[src/lrt_pkg.sv]
// constants for the link receive test and configuration capture block
package lrt_pkg;
   // ------------------------------------------------------------
   // register offsets
   // ------------------------------------------------------------
   localparam logic [11:0] LRT_OFS_TEST_CTRL  = 12'h32c;
   localparam logic [11:0] LRT_OFS_REF_LOW    = 12'h32d;
   localparam logic [11:0] LRT_OFS_REF_HIGH   = 12'h32e;
   localparam logic [11:0] LRT_OFS_RESULT     = 12'h32f;
   localparam logic [11:0] LRT_OFS_LINK_SETUP = 12'h333;
   localparam logic [11:0] LRT_OFS_LANE_INV   = 12'h334;
   localparam logic [11:0] LRT_OFS_CFG_BASE   = 12'h400;
   localparam logic [11:0] LRT_OFS_CFG_BANK   = 12'h401;
   localparam logic [11:0] LRT_OFS_CFG_LANE0  = 12'h402;
   localparam logic [11:0] LRT_OFS_CFG_SCR    = 12'h403;
   localparam logic [11:0] LRT_OFS_CFG_LAST   = 12'h404;

   // ------------------------------------------------------------
   // field positions
   // ------------------------------------------------------------
   localparam int LRT_POS_TEST_EN    = 0;
   localparam int LRT_POS_TEST_CLR   = 1;
   localparam int LRT_POS_DAC_SEL    = 2;
   localparam int LRT_POS_SP_SEL     = 4;
   localparam int LRT_POS_FAIL       = 0;
   localparam int LRT_POS_SCRAMBLE   = 7;
   localparam int LRT_CFG_OCTETS     = 5;
   localparam int LRT_LANES          = 8;
   localparam int LRT_CONVERTERS     = 4;
   localparam int LRT_SAMPLES        = 4;

   // ------------------------------------------------------------
   // masks of bits that read back (reserved bits read zero)
   // ------------------------------------------------------------
   localparam logic [7:0] LRT_MASK_TEST_CTRL = 8'h3f;
   localparam logic [7:0] LRT_MASK_LANE0_ID  = 8'h7f;
   localparam logic [7:0] LRT_MASK_SCR_LANES = 8'h9f;

   // ------------------------------------------------------------
   // reset values and the required setup value
   // ------------------------------------------------------------
   localparam logic [7:0] LRT_RST_BYTE       = 8'h00;
   localparam logic [7:0] LRT_LINK_SETUP_VAL = 8'h01;
endpackage

[src/lrt_transport_check.sv]
// transport layer sample compare against a 16-bit reference
`timescale 1ns/10ps
module lrt_transport_check
   import lrt_pkg::*;
(
   input  wire logic          i_mclk,         // clock
   input  wire logic          i_rst,          // async reset, high
   input  wire logic          i_ce,           // clock enable
   input  wire logic          i_enable,       // test enable
   input  wire logic          i_clear,        // clear result
   input  wire logic [1:0]    i_conv_sel,     // converter to check
   input  wire logic [1:0]    i_samp_sel,     // sample of converter
   input  wire logic [15:0]   i_reference,    // expected sample
   input  wire logic [255:0]  i_samples,      // conv*4+samp words
   input  wire logic          i_samp_valid,   // new sample set
   output logic               o_fail_q        // 1 = mismatch
);
   logic fail_d;

   // pick one 16-bit word by converter and sample index
   function automatic logic [15:0] pick(input logic [255:0] s,
                                        input logic [1:0]   c,
                                        input logic [1:0]   p);
      logic [3:0] idx;
      idx  = {c, p};
      pick = s[idx*16 +: 16];
   endfunction

   // ------------------------------------------------------------
   // result update
   // ------------------------------------------------------------
   always_comb begin
      fail_d = o_fail_q;
      if (i_clear) begin
         fail_d = 1'b0;                                   // [RQ14]
      end else if (i_enable && i_samp_valid) begin        // [RQ14] [RQ15]
         fail_d = (pick(i_samples, i_conv_sel, i_samp_sel)
                   != i_reference);                       // [RQ2] [RQ13]
      end
   end

   // result register
   always_ff @(posedge i_mclk or posedge i_rst) begin
      if (i_rst) begin
         o_fail_q <= 1'b0;
      end else if (i_ce) begin
         o_fail_q <= fail_d;
      end
   end
endmodule

[src/lrt_top.sv]
// register bank: transport test, lane inversion, lane 0 config capture
//
// Contract
// (RQ1) writable upper byte of test reference
// (RQ2) result bit 0: 0 pass, 1 fail
// (RQ3) software writes 0x01 to link setup
// (RQ4) set mask bit inverts that lane
// (RQ5) capture lane 0 config, reset zero
// (RQ6) device id and bank id exposed
// (RQ7) transmitter sends zero adjust fields
// (RQ8) lane 0 identifier in bits 4:0
// (RQ9) scrambling flag read in bit 7
// (RQ10) lane count encodings 0, 1, 3
// (RQ11) octets per frame encodings 0, 1, 3
// (RQ12) writable lower byte of test reference
// (RQ13) converter select 3:2, sample 5:4
// (RQ14) test runs when enabled; clear resets result
// (RQ15) result updates per sample, holds when disabled
`timescale 1ns/10ps
module lrt_top
   import lrt_pkg::*;
(
   input  wire logic          i_mclk,         // clock, 250 MHz
   input  wire logic          i_rst,          // async reset, high
   input  wire logic          i_ce,           // clock enable
   input  wire logic [11:0]   i_reg_addr,     // register address
   input  wire logic [7:0]    i_reg_wdata,    // write data
   input  wire logic          i_reg_wr,       // write strobe
   input  wire logic          i_reg_rd,       // read strobe
   output logic [7:0]         o_reg_rdata_q,  // read data
   output logic               o_reg_rvalid_q, // read data valid
   input  wire logic [63:0]   i_lane_data,    // 8 lanes x octet
   input  wire logic          i_lane_valid,   // lane data valid
   output logic [63:0]        o_lane_data_q,  // lanes after invert
   output logic               o_lane_valid_q, // inverted data valid
   input  wire logic [255:0]  i_samples,      // recovered samples
   input  wire logic          i_samp_valid,   // sample set valid
   input  wire logic          i_cfg_valid,    // lane 0 config octet
   input  wire logic [3:0]    i_cfg_index,    // octet number
   input  wire logic [7:0]    i_cfg_octet,    // octet value
   output logic               o_link_setup_ok_q, // setup value present
   output logic               o_cfg_bad_q     // illegal L or F code, or nonzero adjust field
);
   // ------------------------------------------------------------
   // state
   // ------------------------------------------------------------
   logic [7:0]  test_ctrl_q, test_ctrl_d;
   logic [7:0]  ref_low_q, ref_low_d;
   logic [7:0]  ref_high_q, ref_high_d;
   logic [7:0]  link_setup_q, link_setup_d;
   logic [7:0]  lane_invert_mask_q, lane_invert_mask_d;
   logic [7:0]  cfg_q [LRT_CFG_OCTETS];
   logic [7:0]  cfg_d [LRT_CFG_OCTETS];
   logic [7:0]  rdata_d;
   logic        rvalid_d;
   logic [63:0] lane_d;
   logic        setup_ok_d;
   logic        cfg_bad_d;
   logic        transport_check_failed;
   logic [7:0]  received_device_identifier;
   logic [3:0]  received_bank_identifier;
   logic [3:0]  received_adjust_resolution;
   logic        received_adjust_direction;
   logic        received_phase_adjust_request;
   logic [4:0]  received_lane_zero_identifier;
   logic        received_scrambling_flag;
   logic [4:0]  lanes_minus_one;
   logic [7:0]  octets_minus_one;

   // captured field views
   assign received_device_identifier    = cfg_q[0];      // [RQ6]
   assign received_bank_identifier      = cfg_q[1][3:0]; // [RQ6]
   assign received_adjust_resolution    = cfg_q[1][7:4];
   assign received_adjust_direction     = cfg_q[2][6];
   assign received_phase_adjust_request = cfg_q[2][5];
   assign received_lane_zero_identifier = cfg_q[2][4:0]; // [RQ8]
   assign received_scrambling_flag = cfg_q[3][LRT_POS_SCRAMBLE]; // [RQ9]
   assign lanes_minus_one               = cfg_q[3][4:0];
   assign octets_minus_one              = cfg_q[4];

   // legal code check for 0, 1, 3
   function automatic logic legal_013(input logic [7:0] v);
      legal_013 = (v == 8'h00) || (v == 8'h01) || (v == 8'h03);
   endfunction

   // ------------------------------------------------------------
   // register writes
   // ------------------------------------------------------------
   always_comb begin
      test_ctrl_d        = test_ctrl_q;
      ref_low_d          = ref_low_q;
      ref_high_d         = ref_high_q;
      link_setup_d       = link_setup_q;
      lane_invert_mask_d = lane_invert_mask_q;
      if (i_reg_wr) begin
         unique case (i_reg_addr)
            LRT_OFS_TEST_CTRL:  test_ctrl_d = i_reg_wdata
                                              & LRT_MASK_TEST_CTRL;
            LRT_OFS_REF_LOW:    ref_low_d = i_reg_wdata;    // [RQ12]
            LRT_OFS_REF_HIGH:   ref_high_d = i_reg_wdata;   // [RQ1]
            LRT_OFS_LINK_SETUP: link_setup_d = i_reg_wdata;
            LRT_OFS_LANE_INV:   lane_invert_mask_d = i_reg_wdata;
            default:            ;
         endcase
      end
   end

   // control register flops
   always_ff @(posedge i_mclk or posedge i_rst) begin
      if (i_rst) begin
         test_ctrl_q        <= LRT_RST_BYTE;
         ref_low_q          <= LRT_RST_BYTE;
         ref_high_q         <= LRT_RST_BYTE;
         link_setup_q       <= LRT_RST_BYTE;
         lane_invert_mask_q <= LRT_RST_BYTE;
      end else if (i_ce) begin
         test_ctrl_q        <= test_ctrl_d;
         ref_low_q          <= ref_low_d;
         ref_high_q         <= ref_high_d;
         link_setup_q       <= link_setup_d;
         lane_invert_mask_q <= lane_invert_mask_d;
      end
   end

   // ------------------------------------------------------------
   // lane 0 configuration capture
   // ------------------------------------------------------------
   always_comb begin
      for (int i = 0; i < LRT_CFG_OCTETS; i++) begin
         cfg_d[i] = cfg_q[i];
      end
      if (i_cfg_valid && (i_cfg_index < 4'(LRT_CFG_OCTETS))) begin
         cfg_d[i_cfg_index[2:0]] = i_cfg_octet;            // [RQ5]
      end
      // the far end must send 0/1/3 and zero adjust fields
      cfg_bad_d = !legal_013({3'h0, lanes_minus_one})       // [RQ10]
                  || !legal_013(octets_minus_one)           // [RQ11]
                  || (received_adjust_resolution != 4'h0)   // [RQ7]
                  || received_adjust_direction
                  || received_phase_adjust_request;
   end

   // capture flops, zero at reset
   always_ff @(posedge i_mclk or posedge i_rst) begin
      if (i_rst) begin
         for (int i = 0; i < LRT_CFG_OCTETS; i++) begin
            cfg_q[i] <= LRT_RST_BYTE;                       // [RQ5]
         end
         o_cfg_bad_q <= 1'b0;
      end else if (i_ce) begin
         for (int i = 0; i < LRT_CFG_OCTETS; i++) begin
            cfg_q[i] <= cfg_d[i];
         end
         o_cfg_bad_q <= cfg_bad_d;
      end
   end

   // ------------------------------------------------------------
   // lane inversion and setup indication
   // ------------------------------------------------------------
   always_comb begin
      for (int l = 0; l < LRT_LANES; l++) begin
         lane_d[l*8 +: 8] = i_lane_data[l*8 +: 8]
                            ^ {8{lane_invert_mask_q[l]}};   // [RQ4]
      end
      setup_ok_d = (link_setup_q == LRT_LINK_SETUP_VAL);    // [RQ3]
   end

   // lane output flops
   always_ff @(posedge i_mclk or posedge i_rst) begin
      if (i_rst) begin
         o_lane_data_q     <= 64'h0;
         o_lane_valid_q    <= 1'b0;
         o_link_setup_ok_q <= 1'b0;
      end else if (i_ce) begin
         o_lane_data_q     <= lane_d;
         o_lane_valid_q    <= i_lane_valid;
         o_link_setup_ok_q <= setup_ok_d;
      end
   end

   // ------------------------------------------------------------
   // transport test
   // ------------------------------------------------------------
   lrt_transport_check u_check (
      .i_mclk       (i_mclk),
      .i_rst        (i_rst),
      .i_ce         (i_ce),
      .i_enable     (test_ctrl_q[LRT_POS_TEST_EN]),      // [RQ14]
      .i_clear      (test_ctrl_q[LRT_POS_TEST_CLR]),     // [RQ14]
      .i_conv_sel   (test_ctrl_q[LRT_POS_DAC_SEL +: 2]), // [RQ13]
      .i_samp_sel   (test_ctrl_q[LRT_POS_SP_SEL +: 2]),  // [RQ13]
      .i_reference  ({ref_high_q, ref_low_q}),           // [RQ1] [RQ12]
      .i_samples    (i_samples),
      .i_samp_valid (i_samp_valid),
      .o_fail_q     (transport_check_failed)
   );

   // ------------------------------------------------------------
   // register reads, unmapped reads zero
   // ------------------------------------------------------------
   always_comb begin
      rdata_d  = 8'h00;
      rvalid_d = i_reg_rd;
      if (i_reg_rd) begin
         unique case (i_reg_addr)
            LRT_OFS_TEST_CTRL:  rdata_d = test_ctrl_q;
            LRT_OFS_REF_LOW:    rdata_d = ref_low_q;
            LRT_OFS_REF_HIGH:   rdata_d = ref_high_q;
            LRT_OFS_RESULT:     rdata_d = {7'h00,
                                           transport_check_failed}; // [RQ2]
            LRT_OFS_LINK_SETUP: rdata_d = link_setup_q;
            LRT_OFS_LANE_INV:   rdata_d = lane_invert_mask_q;
            LRT_OFS_CFG_BASE:   rdata_d = received_device_identifier;
            LRT_OFS_CFG_BANK:   rdata_d = {received_adjust_resolution,
                                           received_bank_identifier};
            LRT_OFS_CFG_LANE0:  rdata_d = cfg_q[2] & LRT_MASK_LANE0_ID;
            LRT_OFS_CFG_SCR:    rdata_d = cfg_q[3]
                                          & LRT_MASK_SCR_LANES; // [RQ9]
            LRT_OFS_CFG_LAST:   rdata_d = octets_minus_one;
            default:            rdata_d = 8'h00;
         endcase
      end
   end

   // read data flops
   always_ff @(posedge i_mclk or posedge i_rst) begin
      if (i_rst) begin
         o_reg_rdata_q  <= 8'h00;
         o_reg_rvalid_q <= 1'b0;
      end else if (i_ce) begin
         o_reg_rdata_q  <= rdata_d;
         o_reg_rvalid_q <= rvalid_d;
      end
   end
endmodule

[config.mk]
export PLATFORM = sky130hd
export DESIGN_NAME = lrt_top
export DESIGN_NICKNAME = d
export VERILOG_FILES = /design/src/lrt_pkg.sv /design/src/lrt_transport_check.sv /design/src/lrt_top.sv
export SDC_FILE = /design/constraint.sdc
export NUM_CORES = 1
export LEC_CHECK = 0
export ABC_AREA = 1
export CAP_MARGIN = 20
export CORE_AREA = 8 8 163 165
export DETAILED_ROUTE_END_ITERATION = 16
export DIE_AREA = 0 0 171 173
export DONT_BUFFER_PORTS = 1
export PLACE_DENSITY_LB_ADDON = 0.1
export SLEW_MARGIN = 15
export SYNTH_ARGS = -nofsm -noshare
export SYNTH_HDL_FRONTEND = slang
export SYNTH_SLANG_ARGS = --single-unit
[constraint.sdc]
create_clock -name i_mclk -period 6.3 [get_ports i_mclk]
set_input_delay 0.63 -clock i_mclk [delete_from_list [all_inputs] [get_ports i_mclk]]
set_output_delay 0.63 -clock i_mclk [all_outputs]
set_load 0.01 [all_outputs]
==> metrics.txt <==
DRT Wirelength ~37 mm; combinational cell fraction of total power 0.102; Final Max Slew Viols 0; Clock transition at path regs 60 ps; crit path max-delay cell type dfrtp_4; IO buf count 0; ys flop type dfrtp_1; number of global-route vias before repair 9541; gp weighted congestion ~0.9; clock share of power 0.426; crit-path max FO 65; 1st-iter DRT viols 819; fin crit share 0.5019; clk sinks roughly 150; number of routed nets with antenna violations 0; Die Ht 173 um; reg2reg start test_ctrl_q[4]; post-synthesis sequential area ratio 0.3732; Reg power frac 0.471; Post-CTS Repair Setup Buffers 0; Yosys warnings 0; vias per cell between 5 and 6; switching pwr between 0.0006 and 0.0007 W; Fin Setup TNS 0 ps; Post-synth EDFFs 0; worst-skew pair later-pin latency roughly 420 ps; Synth cell types 26; fmax between 0.3 and 0.4 GHz; Peak supply drop 0.2065 mV; first-pass iteration count of the detailed router 5; share of layout cells above drive strength 1 0.03652; post-synth top area cell dfrtp_1; reg-to-reg endpoint u_check.o_fail_q; critical path class register to register; FF-to-FF path depth 15; Pwr Density approximately 220 mW/mm^2; GR Util All Layers 0.2422; ranking of synthesized cells by area dfrtp_1 37%, nand2_1 21%, nand3_1 9.1%; synth cell count leaders 579 x nand2_1, 186 x nand3_1, 184 x inv_1; NumNets Final approximately 1900; first-pass GRT wire length 55.66 mm; most frequent cell after synthesis nand2_1; post-DP HPWL ~29 mm; total gr overflow 0; Crit. End Element register; Hold-fix buffers, CTS 0; Hold WS roughly 210 ps; cell leakage power between 5 and 6 nW; Slowest Stage Delay on Critical Path just over 700 ps; core area 0.02396 mm^2; final worst path period need between 3000 and 4000 ps; Post-Synthesis Cells between 1500 and 2000; final core occ 0.4527; cell chain of the critical path inv_4, buf_4, nand2_1, nand2_1, nand2_1, nand3_1, nand3_1, nand3_1, nand2_1, nor2_1, nand2_1, nor2_1, nand2_1, nand2_1, nand2_1; area grow syn2layout 6.446%; number of remaining DRC errors 0; syn_area_per_cell 6.571 um^2; worst hold path type input pin to async pin; Die X-Extent ~170 um; # Max-Cap Violations 0; antenna violations before repair 3; Syn Nets around 1900; Slew @ Worst Pin about 1100 ps; Critical Path AT 3470 ps; Seq cells post-synth around 150; Via Count 9589; clock buffer count from CTS 17; Max Clock Skew about 15 ps; die area 0.02958 mm^2; routed len/inst 20.36 um; CTS tree yes; R2R setup slack 3140 ps; row cnt 57; P_int about 0.0018 W; CTS root buffer clkbuf_16; Synth async-reset ratio 1.000; IO Count approximately 440; CTS max path bufs 2; most frequent CP cell nand2_1; area share of the largest cell type after synthesis 0.3732; Final Hold Fails 0; Worst setup SP type register; PostCTS Resize Cnt 0; Finish-stage setup viols 0; Max-slew headroom 0.2588; synthesized area around 0.010 mm^2; RSZ-0062 raised after global routing no; Initial Utilization 0.4253; worst path required time approximately 6600 ps; sw frac 0.2758; largest net degree at the start of global routing around 130; status complete, no violations; H-tree levels 4
==> cells in the final DEF, fill, tap and decap left out <==
cell type,n
mux2_2,2
buf_16,1
a21oi_1,12
clkinv_2,1
nand3_1,186
nand4_2,1
buf_4,9
o211ai_1,10
o21ai_0,157
inv_6,5
nor4_4,2
clkinv_4,1
diode_2,1
o21ai_1,7
inv_4,1
dfrtp_1,150
nand2_1,579
a211oi_1,3
nor2_1,64
dfrtp_4,1
clkbuf_16,18
clkbuf_1,1
dfrtp_2,1
o22ai_1,20
nor4_1,8
inv_2,1
nand4_1,5
inv_8,3
clkinvlp_4,3
inv_1,182
nor3_2,2
xnor2_1,64
nor3_1,3
nor4_2,1
bufinv_16,2
==> how the worst max path moves through the flow <==
stage	start	end	slack, ps	cells past startpoint
2_1_floorplan	i_rst	cfg_q[10]	1580	1
3_3_place_gp	test_ctrl_q[4]	u_check.o_fail_q	3270	15
3_5_place_dp	test_ctrl_q[4]	u_check.o_fail_q	3170	15
4_1_cts	test_ctrl_q[4]	u_check.o_fail_q	3170	15
5_1_grt	test_ctrl_q[4]	u_check.o_fail_q	2830	15
6_report	test_ctrl_q[4]	u_check.o_fail_q	3140	15
==> critical path, delay by kind of cell (launching register included) <==
family | cells | cell delay, ps
simple gates | 13 | 1190
flops | 1 | 710
buf+inv | 2 | 1070
==> power by group through the flow <==
stage          logic [W]  clock network [W]  registers, W
2_1_floorplan   0.000200                  0       0.00114
3_3_place_gp    0.000245                  0       0.00116
3_5_place_dp    0.000250                  0       0.00116
4_1_cts         0.000251            0.00106       0.00115
5_1_grt         0.000292            0.00109       0.00115
6_report        0.000249            0.00104       0.00114
==> registers in the layout (all words and copies together) (netlist names) <==
signal	count
o_lane_valid_q	1
ref_low_q	8
octets_minus_one	8
received_device_identifier	8
lane_invert_mask_q	8
o_lane_data_q	64
u_check.o_fail_q	1
o_reg_rdata_q	8
test_ctrl_q	6
o_reg_rvalid_q	1
o_link_setup_ok_q	1
link_setup_q	8
cfg_q	21
ref_high_q	8
o_cfg_bad_q	1
==> logic make-up after synthesis <==
logic type | after synthesis | synth area share
AND/OR/NAND/NOR | 851 | 0.3462
multiplexers | 2 | 0.002210
AO/OA/AOI/OAI | 209 | 0.1083
flip-flops | 152 | 0.3732
XOR/XNOR | 64 | 0.05500
buffers and inverters | 273 | 0.1150
==> stage by stage <==
step           total power, W  instances  setup slack [ps]  instance area [um^2]
6_report             0.002428       1831              3138                 10850
5_1_grt              0.002536       1831              2835                 10850
4_1_cts              0.002455       1828              3169                 10790
3_5_place_dp         0.001413       1797              3165                 10200
3_3_place_gp         0.001407       1797              3265                 10200
2_1_floorplan        0.001341       1551              1577                 10190
==> routing by layer <==
layer	vias up	GRT usage	wire length [um]
li1	4770	-	-
met1	4384	0.2833	14870
met2	365	0.4200	18550
met3	66	0.06468	2877
met4	4	0.08119	947
met5	-	0	27
==> area by class of cell <==
cell class	instances	area (um^2)
Antenna cell	1	2.502
Fill cell	2615	13120
Multi-Input combinational cell	1126	5215
Inverter	186	706.9
Clock buffer	18	429.2
Clock inverter	13	160.2
Tap cell	324	405.4
Sequential cell	152	3809
Timing Repair Buffer	11	120.1
Power figures use the tool's default switching activity.
